**src/hdl/mbrs_defs.svh**
```systemverilog
`ifndef MBRS_DEFS_SVH
`define MBRS_DEFS_SVH

// ==========================================================
// Timing
`define MBRS_CLK_HZ 64'd50000000
`define MBRS_BAUD 64'd9600
`define MBRS_CHAR_BITS 64'd11
// Idle gap in tenths of a character time (3.5 characters)
`define MBRS_GAP_TENTHS 64'd35
// Least gap, rounded up to whole clock cycles
`define MBRS_GAP_CYCLES \
    ((`MBRS_GAP_TENTHS * `MBRS_CHAR_BITS * `MBRS_CLK_HZ + 64'd10 * `MBRS_BAUD - 64'd1) / (64'd10 * `MBRS_BAUD))

// ==========================================================
// Checksum
`define MBRS_CRC_INIT 16'hffff
`define MBRS_CRC_POLY 16'ha001
`define MBRS_CRC_RESIDUE 16'h0000

// ==========================================================
// Function and exception codes
`define MBRS_FN_READ 8'h03
`define MBRS_FN_WR1 8'h06
`define MBRS_FN_WRN 8'h10
`define MBRS_EXC_ADD 8'h80
`define MBRS_EXC_FUNC 8'h81
`define MBRS_EXC_ADDR 8'h82
`define MBRS_EXC_VAL 8'h83
`define MBRS_EXC_NONE 8'h00

// ==========================================================
// Frame layout and limits
`define MBRS_MAX_REGS 16'h003c
`define MBRS_REG_COUNT 17'h00100
`define MBRS_HDR_LEN 8'h07
`define MBRS_MIN_LEN 8'h04
`define MBRS_FIX_LEN 8'h08
`define MBRS_WRN_OVH 9'h009
`define MBRS_LEN_MAX 8'hff
`define MBRS_MEM_DEPTH 128
`define MBRS_MEM_AW 7
`define MBRS_ECHO_LAST 3'h5
`define MBRS_SHORT_LAST 3'h2

`endif

```
**src/hdl/mbrs_pkg.sv**
```systemverilog
package mbrs_pkg;

    // Sequencer states, Gray steps in the order listed
    typedef enum logic [3:0] {
        S_RX     = 4'h0,
        S_EVAL   = 4'h1,
        S_VHI    = 4'h3,
        S_VLO    = 4'h2,
        S_VUSE   = 4'h6,
        S_VACT   = 4'h7,
        S_RDREQ  = 4'h5,
        S_RDWAIT = 4'h4,
        S_RDCAP  = 4'hc,
        S_TXH    = 4'hd,
        S_TXD_HI = 4'hf,
        S_TXD_LO = 4'he,
        S_CRC_LO = 4'ha,
        S_CRC_HI = 4'hb
    } mbrs_state_e;

    // Reply shapes
    typedef enum logic [1:0] {
        K_EXC  = 2'h0,
        K_READ = 2'h1,
        K_ECHO = 2'h2
    } mbrs_kind_e;

endpackage

```
**src/hdl/mbrs_modbus_slave.sv**
```systemverilog
`timescale 1ns/1ns
`include "mbrs_defs.svh"

module mbrs_modbus_slave
    import mbrs_pkg::*;
#(
    parameter int GAP_CYCLES = int'(`MBRS_GAP_CYCLES)
) (
    // Clock and reset
    input wire logic clock,
    input wire logic rst,
    // Configuration
    input wire logic [7:0] own_addr,
    // Received byte stream
    input wire logic [7:0] rx_data,
    input wire logic rx_valid,
    // Transmitted byte stream
    output logic [7:0] tx_data,
    output logic tx_valid,
    input wire logic tx_ready,
    // Register table port
    output logic [15:0] reg_addr,
    output logic [15:0] reg_wdata,
    output logic reg_wr,
    output logic reg_rd,
    input wire logic [15:0] reg_rdata,
    input wire logic reg_value_ok
);
    // ==========================================================
    // Checksum step: eight data bits only, eight shifts per byte
    function automatic logic [15:0] crc_step(input logic [15:0] crc_in, input logic [7:0] data);
        logic [15:0] c;
        c = crc_in ^ {8'h00, data};
        for (int i = 0; i < 8; i++) begin
            c = c[0] ? ((c >> 1) ^ `MBRS_CRC_POLY) : (c >> 1);
        end
        return c;
    endfunction

    // ==========================================================
    // State
    mbrs_state_e state_reg;
    mbrs_kind_e kind_reg;
    logic [31:0] gap_reg;
    logic [7:0] len_reg;
    logic [15:0] rx_crc_reg;
    logic [7:0] hdr_reg [7];
    logic [7:0] exc_reg;
    logic [15:0] cur_reg;
    logic [6:0] cnt_reg;
    logic [6:0] ptr_reg;
    logic wpass_reg;
    logic [7:0] whi_reg;
    logic [15:0] word_reg;
    logic [2:0] idx_reg;
    logic [15:0] reg_addr_reg;
    logic [15:0] reg_wdata_reg;
    logic reg_wr_reg;
    logic reg_rd_reg;
    logic [7:0] tx_data_reg;
    logic tx_valid_reg;
    logic [15:0] tx_crc_reg;
    logic [7:0] mem_rdata;

    // ==========================================================
    // Receive side decode
    wire in_rx = (state_reg == S_RX);
    wire rx_take = in_rx & rx_valid;
    wire gap_full = (gap_reg >= 32'(GAP_CYCLES - 1));
    wire frame_end = in_rx & ~rx_valid & (len_reg != 8'h00) & gap_full;
    wire mem_wr = rx_take & (len_reg >= `MBRS_HDR_LEN) & (len_reg < (`MBRS_HDR_LEN + 8'h80));
    wire [7:0] mem_off = len_reg - `MBRS_HDR_LEN;

    // Idle gap counter, cleared by every byte and outside reception
    always_ff @(posedge clock) begin
        if (rst || !in_rx || rx_valid) begin
            gap_reg <= 32'h0000_0000;
        end else if (!gap_full) begin
            gap_reg <= gap_reg + 32'h0000_0001;
        end
    end

    // Length and running checksum; bytes during a reply are ignored
    always_ff @(posedge clock) begin
        if (rst) begin
            len_reg <= 8'h00;
            rx_crc_reg <= `MBRS_CRC_INIT;
        end else if (rx_take) begin
            len_reg <= (len_reg == `MBRS_LEN_MAX) ? len_reg : len_reg + 8'h01;
            rx_crc_reg <= crc_step((len_reg == 8'h00) ? `MBRS_CRC_INIT : rx_crc_reg, rx_data);
        end else if (state_reg == S_EVAL) begin
            len_reg <= 8'h00;
        end
    end

    // First seven bytes kept in flops for decoding
    always_ff @(posedge clock) begin
        if (rst) begin
            for (int i = 0; i < 7; i++) begin
                hdr_reg[i] <= 8'h00;
            end
        end else if (rx_take && len_reg < `MBRS_HDR_LEN) begin
            hdr_reg[len_reg[2:0]] <= rx_data;
        end
    end

    // Payload of multi writes lives in the frame store
    mbrs_frame_mem u_mem (
        .clock(clock),
        .rst(rst),
        .wr_en(mem_wr),
        .wr_addr(mem_off[`MBRS_MEM_AW-1:0]),
        .wr_data(rx_data),
        .rd_addr(ptr_reg),
        .rd_data(mem_rdata)
    );

    // ==========================================================
    // Frame evaluation, fields are high byte first
    wire [7:0] func = hdr_reg[1];
    wire [15:0] start = {hdr_reg[2], hdr_reg[3]};
    wire [15:0] count = {hdr_reg[4], hdr_reg[5]};
    wire is_rd = (func == `MBRS_FN_READ);
    wire is_w1 = (func == `MBRS_FN_WR1);
    wire is_wn = (func == `MBRS_FN_WRN);
    wire crc_ok = (rx_crc_reg == `MBRS_CRC_RESIDUE);
    wire drop = (len_reg < `MBRS_MIN_LEN) | (hdr_reg[0] != own_addr) | ~crc_ok;
    wire cnt_ok = is_w1 | ((count != 16'h0000) & (count <= `MBRS_MAX_REGS));
    wire bc_ok = (hdr_reg[6] == {count[6:0], 1'b0}) & ({1'b0, len_reg} == {1'b0, hdr_reg[6]} + `MBRS_WRN_OVH);
    wire len_ok = is_wn ? bc_ok : (len_reg == `MBRS_FIX_LEN);
    wire [16:0] span_end = {1'b0, start} + (is_w1 ? 17'h00001 : {1'b0, count});
    wire range_ok = (span_end <= `MBRS_REG_COUNT);
    wire [7:0] exc_code = ~(is_rd | is_w1 | is_wn) ? `MBRS_EXC_FUNC :
                          ~(len_ok & cnt_ok) ? `MBRS_EXC_VAL :
                          ~range_ok ? `MBRS_EXC_ADDR : `MBRS_EXC_NONE;
    wire [6:0] first_cnt = is_w1 ? 7'h01 : count[6:0];

    // ==========================================================
    // Transmit byte selection
    wire [2:0] hdr_last = (kind_reg == K_ECHO) ? `MBRS_ECHO_LAST : `MBRS_SHORT_LAST;
    wire [7:0] hdr_byte =
        (idx_reg == 3'h0) ? hdr_reg[0] :
        (idx_reg == 3'h1) ? ((kind_reg == K_EXC) ? func + `MBRS_EXC_ADD : func) :
        (idx_reg == 3'h2) ? ((kind_reg == K_EXC) ? exc_reg :
                             (kind_reg == K_READ) ? {cnt_reg, 1'b0} : hdr_reg[2]) :
        (idx_reg == 3'h3) ? hdr_reg[3] :
        (idx_reg == 3'h4) ? hdr_reg[4] : hdr_reg[5];
    wire is_crc_st = (state_reg == S_CRC_LO) | (state_reg == S_CRC_HI);
    wire is_send = (state_reg == S_TXH) | (state_reg == S_TXD_HI) | (state_reg == S_TXD_LO) | is_crc_st;
    // Low checksum byte leaves first: the byte exchange of the final code
    wire [7:0] send_byte =
        (state_reg == S_TXH) ? hdr_byte :
        (state_reg == S_TXD_HI) ? word_reg[15:8] :
        (state_reg == S_TXD_LO) ? word_reg[7:0] :
        (state_reg == S_CRC_LO) ? tx_crc_reg[7:0] : tx_crc_reg[15:8];
    wire tx_done = tx_valid_reg & tx_ready;

    // Byte is held until taken; one byte every two cycles at best
    always_ff @(posedge clock) begin
        if (rst) begin
            tx_valid_reg <= 1'b0;
            tx_data_reg <= 8'h00;
            tx_crc_reg <= `MBRS_CRC_INIT;
        end else if (state_reg == S_EVAL) begin
            tx_crc_reg <= `MBRS_CRC_INIT;
        end else if (is_send && !tx_valid_reg) begin
            tx_valid_reg <= 1'b1;
            tx_data_reg <= send_byte;
            if (!is_crc_st) begin
                tx_crc_reg <= crc_step(tx_crc_reg, send_byte);
            end
        end else if (tx_done) begin
            tx_valid_reg <= 1'b0;
        end
    end

    // ==========================================================
    // Sequencer: all values are checked before the first write lands
    always_ff @(posedge clock) begin
        if (rst) begin
            state_reg <= S_RX;
            kind_reg <= K_EXC;
            exc_reg <= `MBRS_EXC_NONE;
            cur_reg <= 16'h0000;
            cnt_reg <= 7'h00;
            ptr_reg <= 7'h00;
            wpass_reg <= 1'b0;
            whi_reg <= 8'h00;
            word_reg <= 16'h0000;
            idx_reg <= 3'h0;
            reg_addr_reg <= 16'h0000;
            reg_wdata_reg <= 16'h0000;
            reg_wr_reg <= 1'b0;
            reg_rd_reg <= 1'b0;
        end else begin
            case (state_reg)
                S_RX: begin
                    if (frame_end) begin
                        state_reg <= S_EVAL;
                    end
                end
                S_EVAL: begin
                    idx_reg <= 3'h0;
                    cur_reg <= start;
                    cnt_reg <= first_cnt;
                    ptr_reg <= 7'h00;
                    wpass_reg <= 1'b0;
                    exc_reg <= exc_code;
                    if (drop) begin
                        state_reg <= S_RX;
                    end else if (exc_code != `MBRS_EXC_NONE) begin
                        kind_reg <= K_EXC;
                        state_reg <= S_TXH;
                    end else if (is_rd) begin
                        kind_reg <= K_READ;
                        state_reg <= S_TXH;
                    end else begin
                        state_reg <= is_w1 ? S_VUSE : S_VHI;
                    end
                end
                S_VHI: begin
                    ptr_reg <= ptr_reg + 7'h01;
                    state_reg <= S_VLO;
                end
                S_VLO: begin
                    whi_reg <= mem_rdata;
                    ptr_reg <= ptr_reg + 7'h01;
                    state_reg <= S_VUSE;
                end
                S_VUSE: begin
                    reg_addr_reg <= cur_reg;
                    reg_wdata_reg <= is_w1 ? count : {whi_reg, mem_rdata};
                    reg_wr_reg <= wpass_reg;
                    state_reg <= S_VACT;
                end
                S_VACT: begin
                    reg_wr_reg <= 1'b0;
                    if (!wpass_reg && !reg_value_ok) begin
                        exc_reg <= `MBRS_EXC_VAL;
                        kind_reg <= K_EXC;
                        state_reg <= S_TXH;
                    end else if (cnt_reg == 7'h01 && !wpass_reg) begin
                        wpass_reg <= 1'b1;
                        cur_reg <= start;
                        cnt_reg <= first_cnt;
                        ptr_reg <= 7'h00;
                        state_reg <= is_w1 ? S_VUSE : S_VHI;
                    end else if (cnt_reg == 7'h01) begin
                        kind_reg <= K_ECHO;
                        state_reg <= S_TXH;
                    end else begin
                        cur_reg <= cur_reg + 16'h0001;
                        cnt_reg <= cnt_reg - 7'h01;
                        state_reg <= S_VHI;
                    end
                end
                S_TXH: begin
                    if (tx_done) begin
                        idx_reg <= idx_reg + 3'h1;
                        if (idx_reg == hdr_last) begin
                            state_reg <= (kind_reg == K_READ) ? S_RDREQ : S_CRC_LO;
                        end
                    end
                end
                S_RDREQ: begin
                    reg_addr_reg <= cur_reg;
                    reg_rd_reg <= 1'b1;
                    state_reg <= S_RDWAIT;
                end
                S_RDWAIT: begin
                    reg_rd_reg <= 1'b0;
                    state_reg <= S_RDCAP;
                end
                S_RDCAP: begin
                    word_reg <= reg_rdata;
                    state_reg <= S_TXD_HI;
                end
                S_TXD_HI: begin
                    if (tx_done) begin
                        state_reg <= S_TXD_LO;
                    end
                end
                S_TXD_LO: begin
                    if (tx_done && cnt_reg == 7'h01) begin
                        state_reg <= S_CRC_LO;
                    end else if (tx_done) begin
                        cur_reg <= cur_reg + 16'h0001;
                        cnt_reg <= cnt_reg - 7'h01;
                        state_reg <= S_RDREQ;
                    end
                end
                S_CRC_LO: begin
                    if (tx_done) begin
                        state_reg <= S_CRC_HI;
                    end
                end
                default: begin
                    if (tx_done) begin
                        state_reg <= S_RX;
                    end
                end
            endcase
        end
    end

    // ==========================================================
    // Outputs
    assign tx_data = tx_data_reg;
    assign tx_valid = tx_valid_reg;
    assign reg_addr = reg_addr_reg;
    assign reg_wdata = reg_wdata_reg;
    assign reg_wr = reg_wr_reg;
    assign reg_rd = reg_rd_reg;
endmodule

```
**src/hdl/mbrs_frame_mem.sv**
```systemverilog
`timescale 1ns/1ns
`include "mbrs_defs.svh"

// ==========================================================
// Frame payload store, one write and one registered read port
module mbrs_frame_mem (
    // Clock and reset
    input wire logic clock,
    input wire logic rst,
    // Write side
    input wire logic wr_en,
    input wire logic [`MBRS_MEM_AW-1:0] wr_addr,
    input wire logic [7:0] wr_data,
    // Read side
    input wire logic [`MBRS_MEM_AW-1:0] rd_addr,
    output logic [7:0] rd_data
);
    logic [7:0] mem [`MBRS_MEM_DEPTH];

    // Array has no reset; only bytes written this frame are read
    always_ff @(posedge clock) begin
        if (wr_en) begin
            mem[wr_addr] <= wr_data;
        end
    end

    // Read data comes out of a register
    always_ff @(posedge clock) begin
        if (rst) begin
            rd_data <= 8'h00;
        end else begin
            rd_data <= mem[rd_addr];
        end
    end
endmodule

```
**config.mk**
```make
export PLATFORM = sky130hd
export DESIGN_NAME = mbrs_modbus_slave
export DESIGN_NICKNAME = d
export VERILOG_FILES = /design/src/hdl/mbrs_pkg.sv /design/src/hdl/mbrs_modbus_slave.sv /design/src/hdl/mbrs_frame_mem.sv
export VERILOG_INCLUDE_DIRS = /design/src /design/src/hdl
export SDC_FILE = /design/constraint.sdc
export NUM_CORES = 2
export LEC_CHECK = 0
export BUFFER_PORTS_ARGS = -buffer_cell sky130_fd_sc_hd__buf_2
export CAP_MARGIN = 40
export CORE_MARGIN = 2
export CORE_UTILIZATION = 40
export CTS_BUF_LIST = sky130_fd_sc_hd__clkbuf_4
export CTS_CLUSTER_SIZE = 12
export DETAILED_ROUTE_END_ITERATION = 8
export HOLD_SLACK_MARGIN = 0.15
export PLACE_DENSITY = 0.56
export SLEW_MARGIN = 20
export SYNTH_ARGS = -nofsm -noshare
export SYNTH_HDL_FRONTEND = slang
export SYNTH_SLANG_ARGS = --single-unit
```
**constraint.sdc**
```tcl
create_clock -name clock -period 4.3 [get_ports clock]
set_input_delay 0.86 -clock clock [delete_from_list [all_inputs] [get_ports clock]]
set_output_delay 0.86 -clock clock [all_outputs]
set_load 0.02 [all_outputs]
```
* Yosys cells after proc, flatten, opt, wreduce, memory -nomap -nowiden
Memories as Yosys holds them, arrays and structs flattened. A register that Yosys moved wholly into a read port is not among the register bits.
Index checks and enable logic that the tools add are counted.
W data, S select, Z words.
** Storage, ports and cells
- Register bits after elaboration :: 187
- Bits in writable memories :: 1080
- Input bits :: 37
- Memories :: 2
** Memory list
- u_mem.mem :: words 128, bits a word 8, read ports 1, clocked after Yosys merged registers in 1, write ports 1, line mbrs_frame_mem.sv:18 : logic [7:0] mem [`MBRS_MEM_DEPTH];
- hdr_reg :: words 7, bits a word 8, read ports 7, clocked after Yosys merged registers in 0, write ports 7, line mbrs_modbus_slave.sv:47 : logic [7:0] hdr_reg [7];
** Operators by class
- Add/sub/neg operators :: 10
- Magnitude comparators :: 7
- Equality and inequality tests :: 46
- Mux-type cells :: 100
- Bitwise logic cells :: 41
- Reduce and logical (&&, ||, !) cells :: 43
** Operators by type and width (count)
- $mux W16 :: 24
- $mux W8 :: 20
- $mux W4 :: 15
- $mux W7 :: 8
- $pmux W4 S13 :: 1
- $not A2 Y3 :: 16
- $pmux W16 S3 :: 1
- $pmux W7 S3 :: 2
- $add A32 B1 Y32 const B :: 1
- $ge A32 B18 Y1 const B :: 1
- $xor A16 B8 Y16 :: 2
- $eq A4 B4 Y1 const B :: 6
- $ne A2 B2 Y1 const B :: 10
- $add A16 B16 Y17 :: 1
- $le A17 B9 Y1 const B :: 1
- $add A16 B1 Y16 const B :: 1
- $eq A4 B3 Y1 const B :: 4
- $le A16 B6 Y1 const B :: 1
- $logic_not A16 Y1 :: 1
- $lt A8 B3 Y1 const B :: 2
- $pmux W8 S2 :: 1
- $reduce_bool A16 Y1 :: 1
- $reduce_bool A8 Y1 :: 2
- $mux W1 :: 13
- other kinds (53) :: 112

* Depth between registers and ports, before layout
- Word-level depth :: 24
- Gate-level depth with buffers :: 18
- Mapped depth without buffers :: 15

* Cells and area by module
Synthesis repeated with hierarchy kept, for this count alone.
** Second synthesis, totals
- Cell total of the unflattened synthesis :: 3699
- Area total of the unflattened synthesis :: 54179.5 µm²
** Modules (own cells, without submodules)
- mbrs_frame_mem :: times used 1, cells an instance 2037, area an instance 40545.1 µm²
- mbrs_modbus_slave :: times used 1, cells an instance 1662, area an instance 13634.3 µm²

* Least setup slack after synthesis
Ideal clock, no wire load.
- Path kind :: flip-flop to flip-flop
- Start point :: memory hdr_reg[1][3]
- End point :: register exc_reg[1]
- Setup time :: 119 ps
- Arrival time :: 4486 ps
- Required time :: 4181 ps
- Path slack :: -304 ps
- Cell stages (with the launch flop) :: 17
- Buffers on the path :: 3
- Cell sequence :: edfxtp_1 -> nor4_2 -> nand3_1 -> clkbuf_1 -> clkbuf_1 -> and2_1 -> ha_1 -> clkbuf_1 -> a21o_1 -> o21bai_1 -> a211oi_1 -> nor4b_1 -> nor3_1 -> or4_4 -> a2111oi_4 -> a21oi_1 -> o221a_1
** RTL lines
- start, declared :: line mbrs_modbus_slave.sv:47
- end signal, assigned :: line mbrs_modbus_slave.sv:183 : exc_reg <= `MBRS_EXC_NONE;
- end signal, assigned :: line mbrs_modbus_slave.sv:208 : exc_reg <= exc_code;
- end signal, assigned :: line mbrs_modbus_slave.sv:239 : exc_reg <= `MBRS_EXC_VAL;
- end, declared :: line mbrs_modbus_slave.sv:48 : logic [7:0] exc_reg;

==> impl_metrics.env <==
export IMPL_first_iter_violations=2952
export IMPL_die_w_um=368
export IMPL_io_buffers=79
export IMPL_worstPathCellList="or4_4 -> o31ai_4 -> xnor2_1 -> ha_2 -> nand3_1 -> nand4_1 -> nand3_1 -> o22ai_1 -> buf_4 -> nor2_1 -> o221ai_1 -> mux2_2 -> o2bb2ai_1 -> buf_4 -> a21oi_1 -> o221a_1"
export IMPL_numClockSinks=1270
export IMPL_grt_max_degree=112
export IMPL_htree_num_levels=5
export IMPL_setup_viol=0
export IMPL_synth_async_reset_ratio=0
export IMPL_hold_depth=2
export IMPL_netlist_area_sq_mm=0.0531
export IMPL_clk_path_buf_depth=4
export IMPL_drc=0
export IMPL_ys_types=88
export IMPL_core_area_sq_mm=0.132
export IMPL_pwr_density_cell_mw_per_mm2=390
export IMPL_syn_num_nets=3373
export IMPL_startpoint_type="flip-flop"
export IMPL_min_period_over_period=0.949
export IMPL_dr_pass1_iters=6
export IMPL_rr_endpoint="exc_reg[1]$_SDFFE_PP0P_"
export IMPL_cts_tree="done"
export IMPL_finalClockSkew_ns=0.0837
export IMPL_grtUsageTotal=0.205
export IMPL_min_from="rx_data[3]"
export IMPL_io_pins=80
export IMPL_die_h_um=368
export IMPL_gp_congestion=0.878
export IMPL_grt_pass1_wl_um=207000
export IMPL_reg2reg_from="hdr_reg[1][3]$_SDFFCE_PN0P_"
export IMPL_tightest_slew_ns=0.856
export IMPL_hold_violations=0
export IMPL_synth_area_per_cell_sq_um=16.0
export IMPL_layout_drive_gt1_share=0.306
export IMPL_totalPowerFinal_mw=24.1
export IMPL_clkLatencyLatePin_ns=1.22
export IMPL_reg2reg_depth=16
export IMPL_clk_pin_slew_worst_paths_ns=0.06
export IMPL_ant_nets=0
export IMPL_hold_path_class="in2reg"
export IMPL_dieArea_sq_mm=0.136
export IMPL_multi_input_area_sq_mm=0.0162
export IMPL_slew_headroom=0.429
export IMPL_worst_ep_arrival_time_ns=5.19
export IMPL_cts_buffers=345
export IMPL_overflow=0
export IMPL_cts_root_buf="clkbuf_4"
export IMPL_crit_type="reg2reg"
export IMPL_cap_violations=0
export IMPL_yosys_register_bits=1270
export IMPL_num_rows=133
export IMPL_fillerInstances=11500
export IMPL_status="complete, no violations"
export IMPL_min_to="u_mem.mem[101][3]$_DFFE_PP_"
export IMPL_largest_register_ffs=1024
export IMPL_worst_path_max_fanout=6
export IMPL_leakagePower_nw=20.3
export IMPL_via_per_inst=5.45
export IMPL_grt_pass1_vias=32100
export IMPL_critPathCaptureType="flip-flop"
export IMPL_fmaxAchievable_ghz=0.245
export IMPL_antenna_found_initial=4
export IMPL_start_util=0.403
export IMPL_synth_cells=3311
export IMPL_fin_crit_ns=4.08
export IMPL_hpwl_um=87800
export IMPL_slowest_delay_ns=0.58
export IMPL_synthFlopType="edfxtp_1"
export IMPL_tns_ns=0
export IMPL_area_growth_pct=16.3
export IMPL_yosysSeqAreaShare=0.681
export IMPL_synth_edf_count=1072
export IMPL_nNetsFinal=3911
export IMPL_reg2reg_setup_slack_ns=0.22
export IMPL_peakVddDrop_v=0.000205
export IMPL_wl_per_cell_um=23.9
export IMPL_wl_um=139000
export IMPL_yosysWarnings=0
export IMPL_cp_required_ns=5.41
export IMPL_vias=31800
export IMPL_finalMaxSlewViolations=0
export IMPL_rsz0062_at_grt="no"
export IMPL_register_area_sq_mm=0.0362
export IMPL_crit_slowest_cell="or4_4"
==> worst max-delay path by stage <==
| stage | cells past startpoint | to | slack (ns) | from |
|---|---|---|---|---|
| 2_1_floorplan | 16 | exc_reg[1]$_SDFFE_PP0P_ | 0.01 | hdr_reg[1][6]$_SDFFCE_PN0P_ |
| 3_3_place_gp | 15 | exc_reg[1]$_SDFFE_PP0P_ | 0.06 | hdr_reg[1][3]$_SDFFCE_PN0P_ |
| 3_5_place_dp | 15 | exc_reg[1]$_SDFFE_PP0P_ | 0.007 | hdr_reg[1][3]$_SDFFCE_PN0P_ |
| 4_1_cts | 15 | exc_reg[1]$_SDFFE_PP0P_ | 0.02 | hdr_reg[1][3]$_SDFFCE_PN0P_ |
| 5_1_grt | 16 | exc_reg[1]$_SDFFE_PP0P_ | 0.03 | hdr_reg[1][3]$_SDFFCE_PN0P_ |
| 6_report | 16 | exc_reg[1]$_SDFFE_PP0P_ | 0.22 | hdr_reg[1][3]$_SDFFCE_PN0P_ |
==> area by class of cell <==
class	instances	share of cell area
Antenna cell	6	0.000243
Clock inverter	69	0.00476
Timing Repair Buffer	386	0.0491
Inverter	36	0.00219
Multi-Input combinational cell	1810	0.262
Tap cell	1755	0.0356
Clock buffer	493	0.0599
Sequential cell	1270	0.586
==> critical path: cells and delay by family, from the launching register on <==
kind	cells	cell delay [ns]
AOI/OAI and AO/OA	6	1.32
adders and majority gates	1	0.26
muxes	1	0.38
buffers and inverters	2	0.37
DFF	1	0.38
and+or+nand+nor	5	1.05
xor gates and xnor gates	1	0.20
==> report_power, final <==
group	internal [mW]	switching, mW
combinational	0.187	0.411
clock	5.26	4.77
sequential	13.4	0.0666
==> through the flow <==
step / area (sq um) / util / setup WS, ns / hold slack [ns] / cells
final: 61700 / 0.469 / 0.218 / 0.355 / 5825
after global routing: 61700 / 0.469 / 0.0322 / 0.255 / 5825
after CTS: 61600 / 0.468 / 0.0157 / 0.194 / 5813
after detailed placement: 57300 / 0.436 / 0.00742 / 0.448 / 5225
after global placement: 57300 / 0.435 / 0.0559 / 0.444 / 5220
after floorplan: 53100 / - / 0.0108 / 0.432 / 3311
==> cell families after synthesis <==
family	Yosys count	synth area share
buffers and inverters	231	0.0165
AND/OR/NAND/NOR	896	0.0765
adder cells (fa/ha/maj)	25	0.00589
AO/OA/AOI/OAI	375	0.0467
XOR/XNOR	130	0.0220
multiplexers	384	0.152
flip-flops	1270	0.681
==> cells in the final DEF (no fill, tap or decap), drive strengths merged, types with 12 or more instances in the layout <==
cell	netlist	layout
mux4	336	336
a211oi	18	18
nand3	55	55
a31oi	27	27
o21ai	74	74
nand4	21	21
mux2i	45	45
nor3	35	35
nand2b	15	15
a21oi	110	110
dfxtp	198	198
clkbuf	152	494
buf	43	359
ha	25	25
xnor2	82	82
nor4	19	19
a311oi	19	19
nor2b	12	12
o22ai	14	14
inv	36	43
dlygate4sd3	0	26
and3	39	39
o211ai	24	24
and2	28	28
edfxtp	1072	1072
clkinv	0	61
nand2	255	255
xor2	46	46
nor2	356	356
==> routing by layer <==
| layer | GRT usage | vias up | wire length, um |
|---|---|---|---|
| li1 | - | 14300 | - |
| met5 | 0 | - | 27 |
| met3 | 0.0464 | 207 | 9090 |
| met2 | 0.321 | 1125 | 65800 |
| met4 | 0.0718 | 4 | 3460 |
| met1 | 0.282 | 16200 | 60700 |
==> Yosys cell counts (all sizes together), types with 35 or more instances <==
cell type	count	area (sq um)
nor3	35	175
xnor2	82	718
xor2	46	403
a21oi	110	551
inv	36	135
edfxtp	1072	32200
and3	39	249
mux4	336	7570
nand3	55	275
dfxtp	198	3960
clkbuf	152	571
nand2	255	957
mux2i	45	450
buf	43	171
nor2	356	1340
o21ai	74	370
==> repair_timing <==
action                                  4_1_cts  5_1_grt
gates resized for setup                       1       15
hold buffers                                 26        0
endpoints found under the setup margin        1        9
setup buffers                                 0        5
gates cloned                                  0        1
endpoints found under the hold margin       256        0
pin swaps                                     0        6
Note: power is estimated with default switching activity, not from simulation.
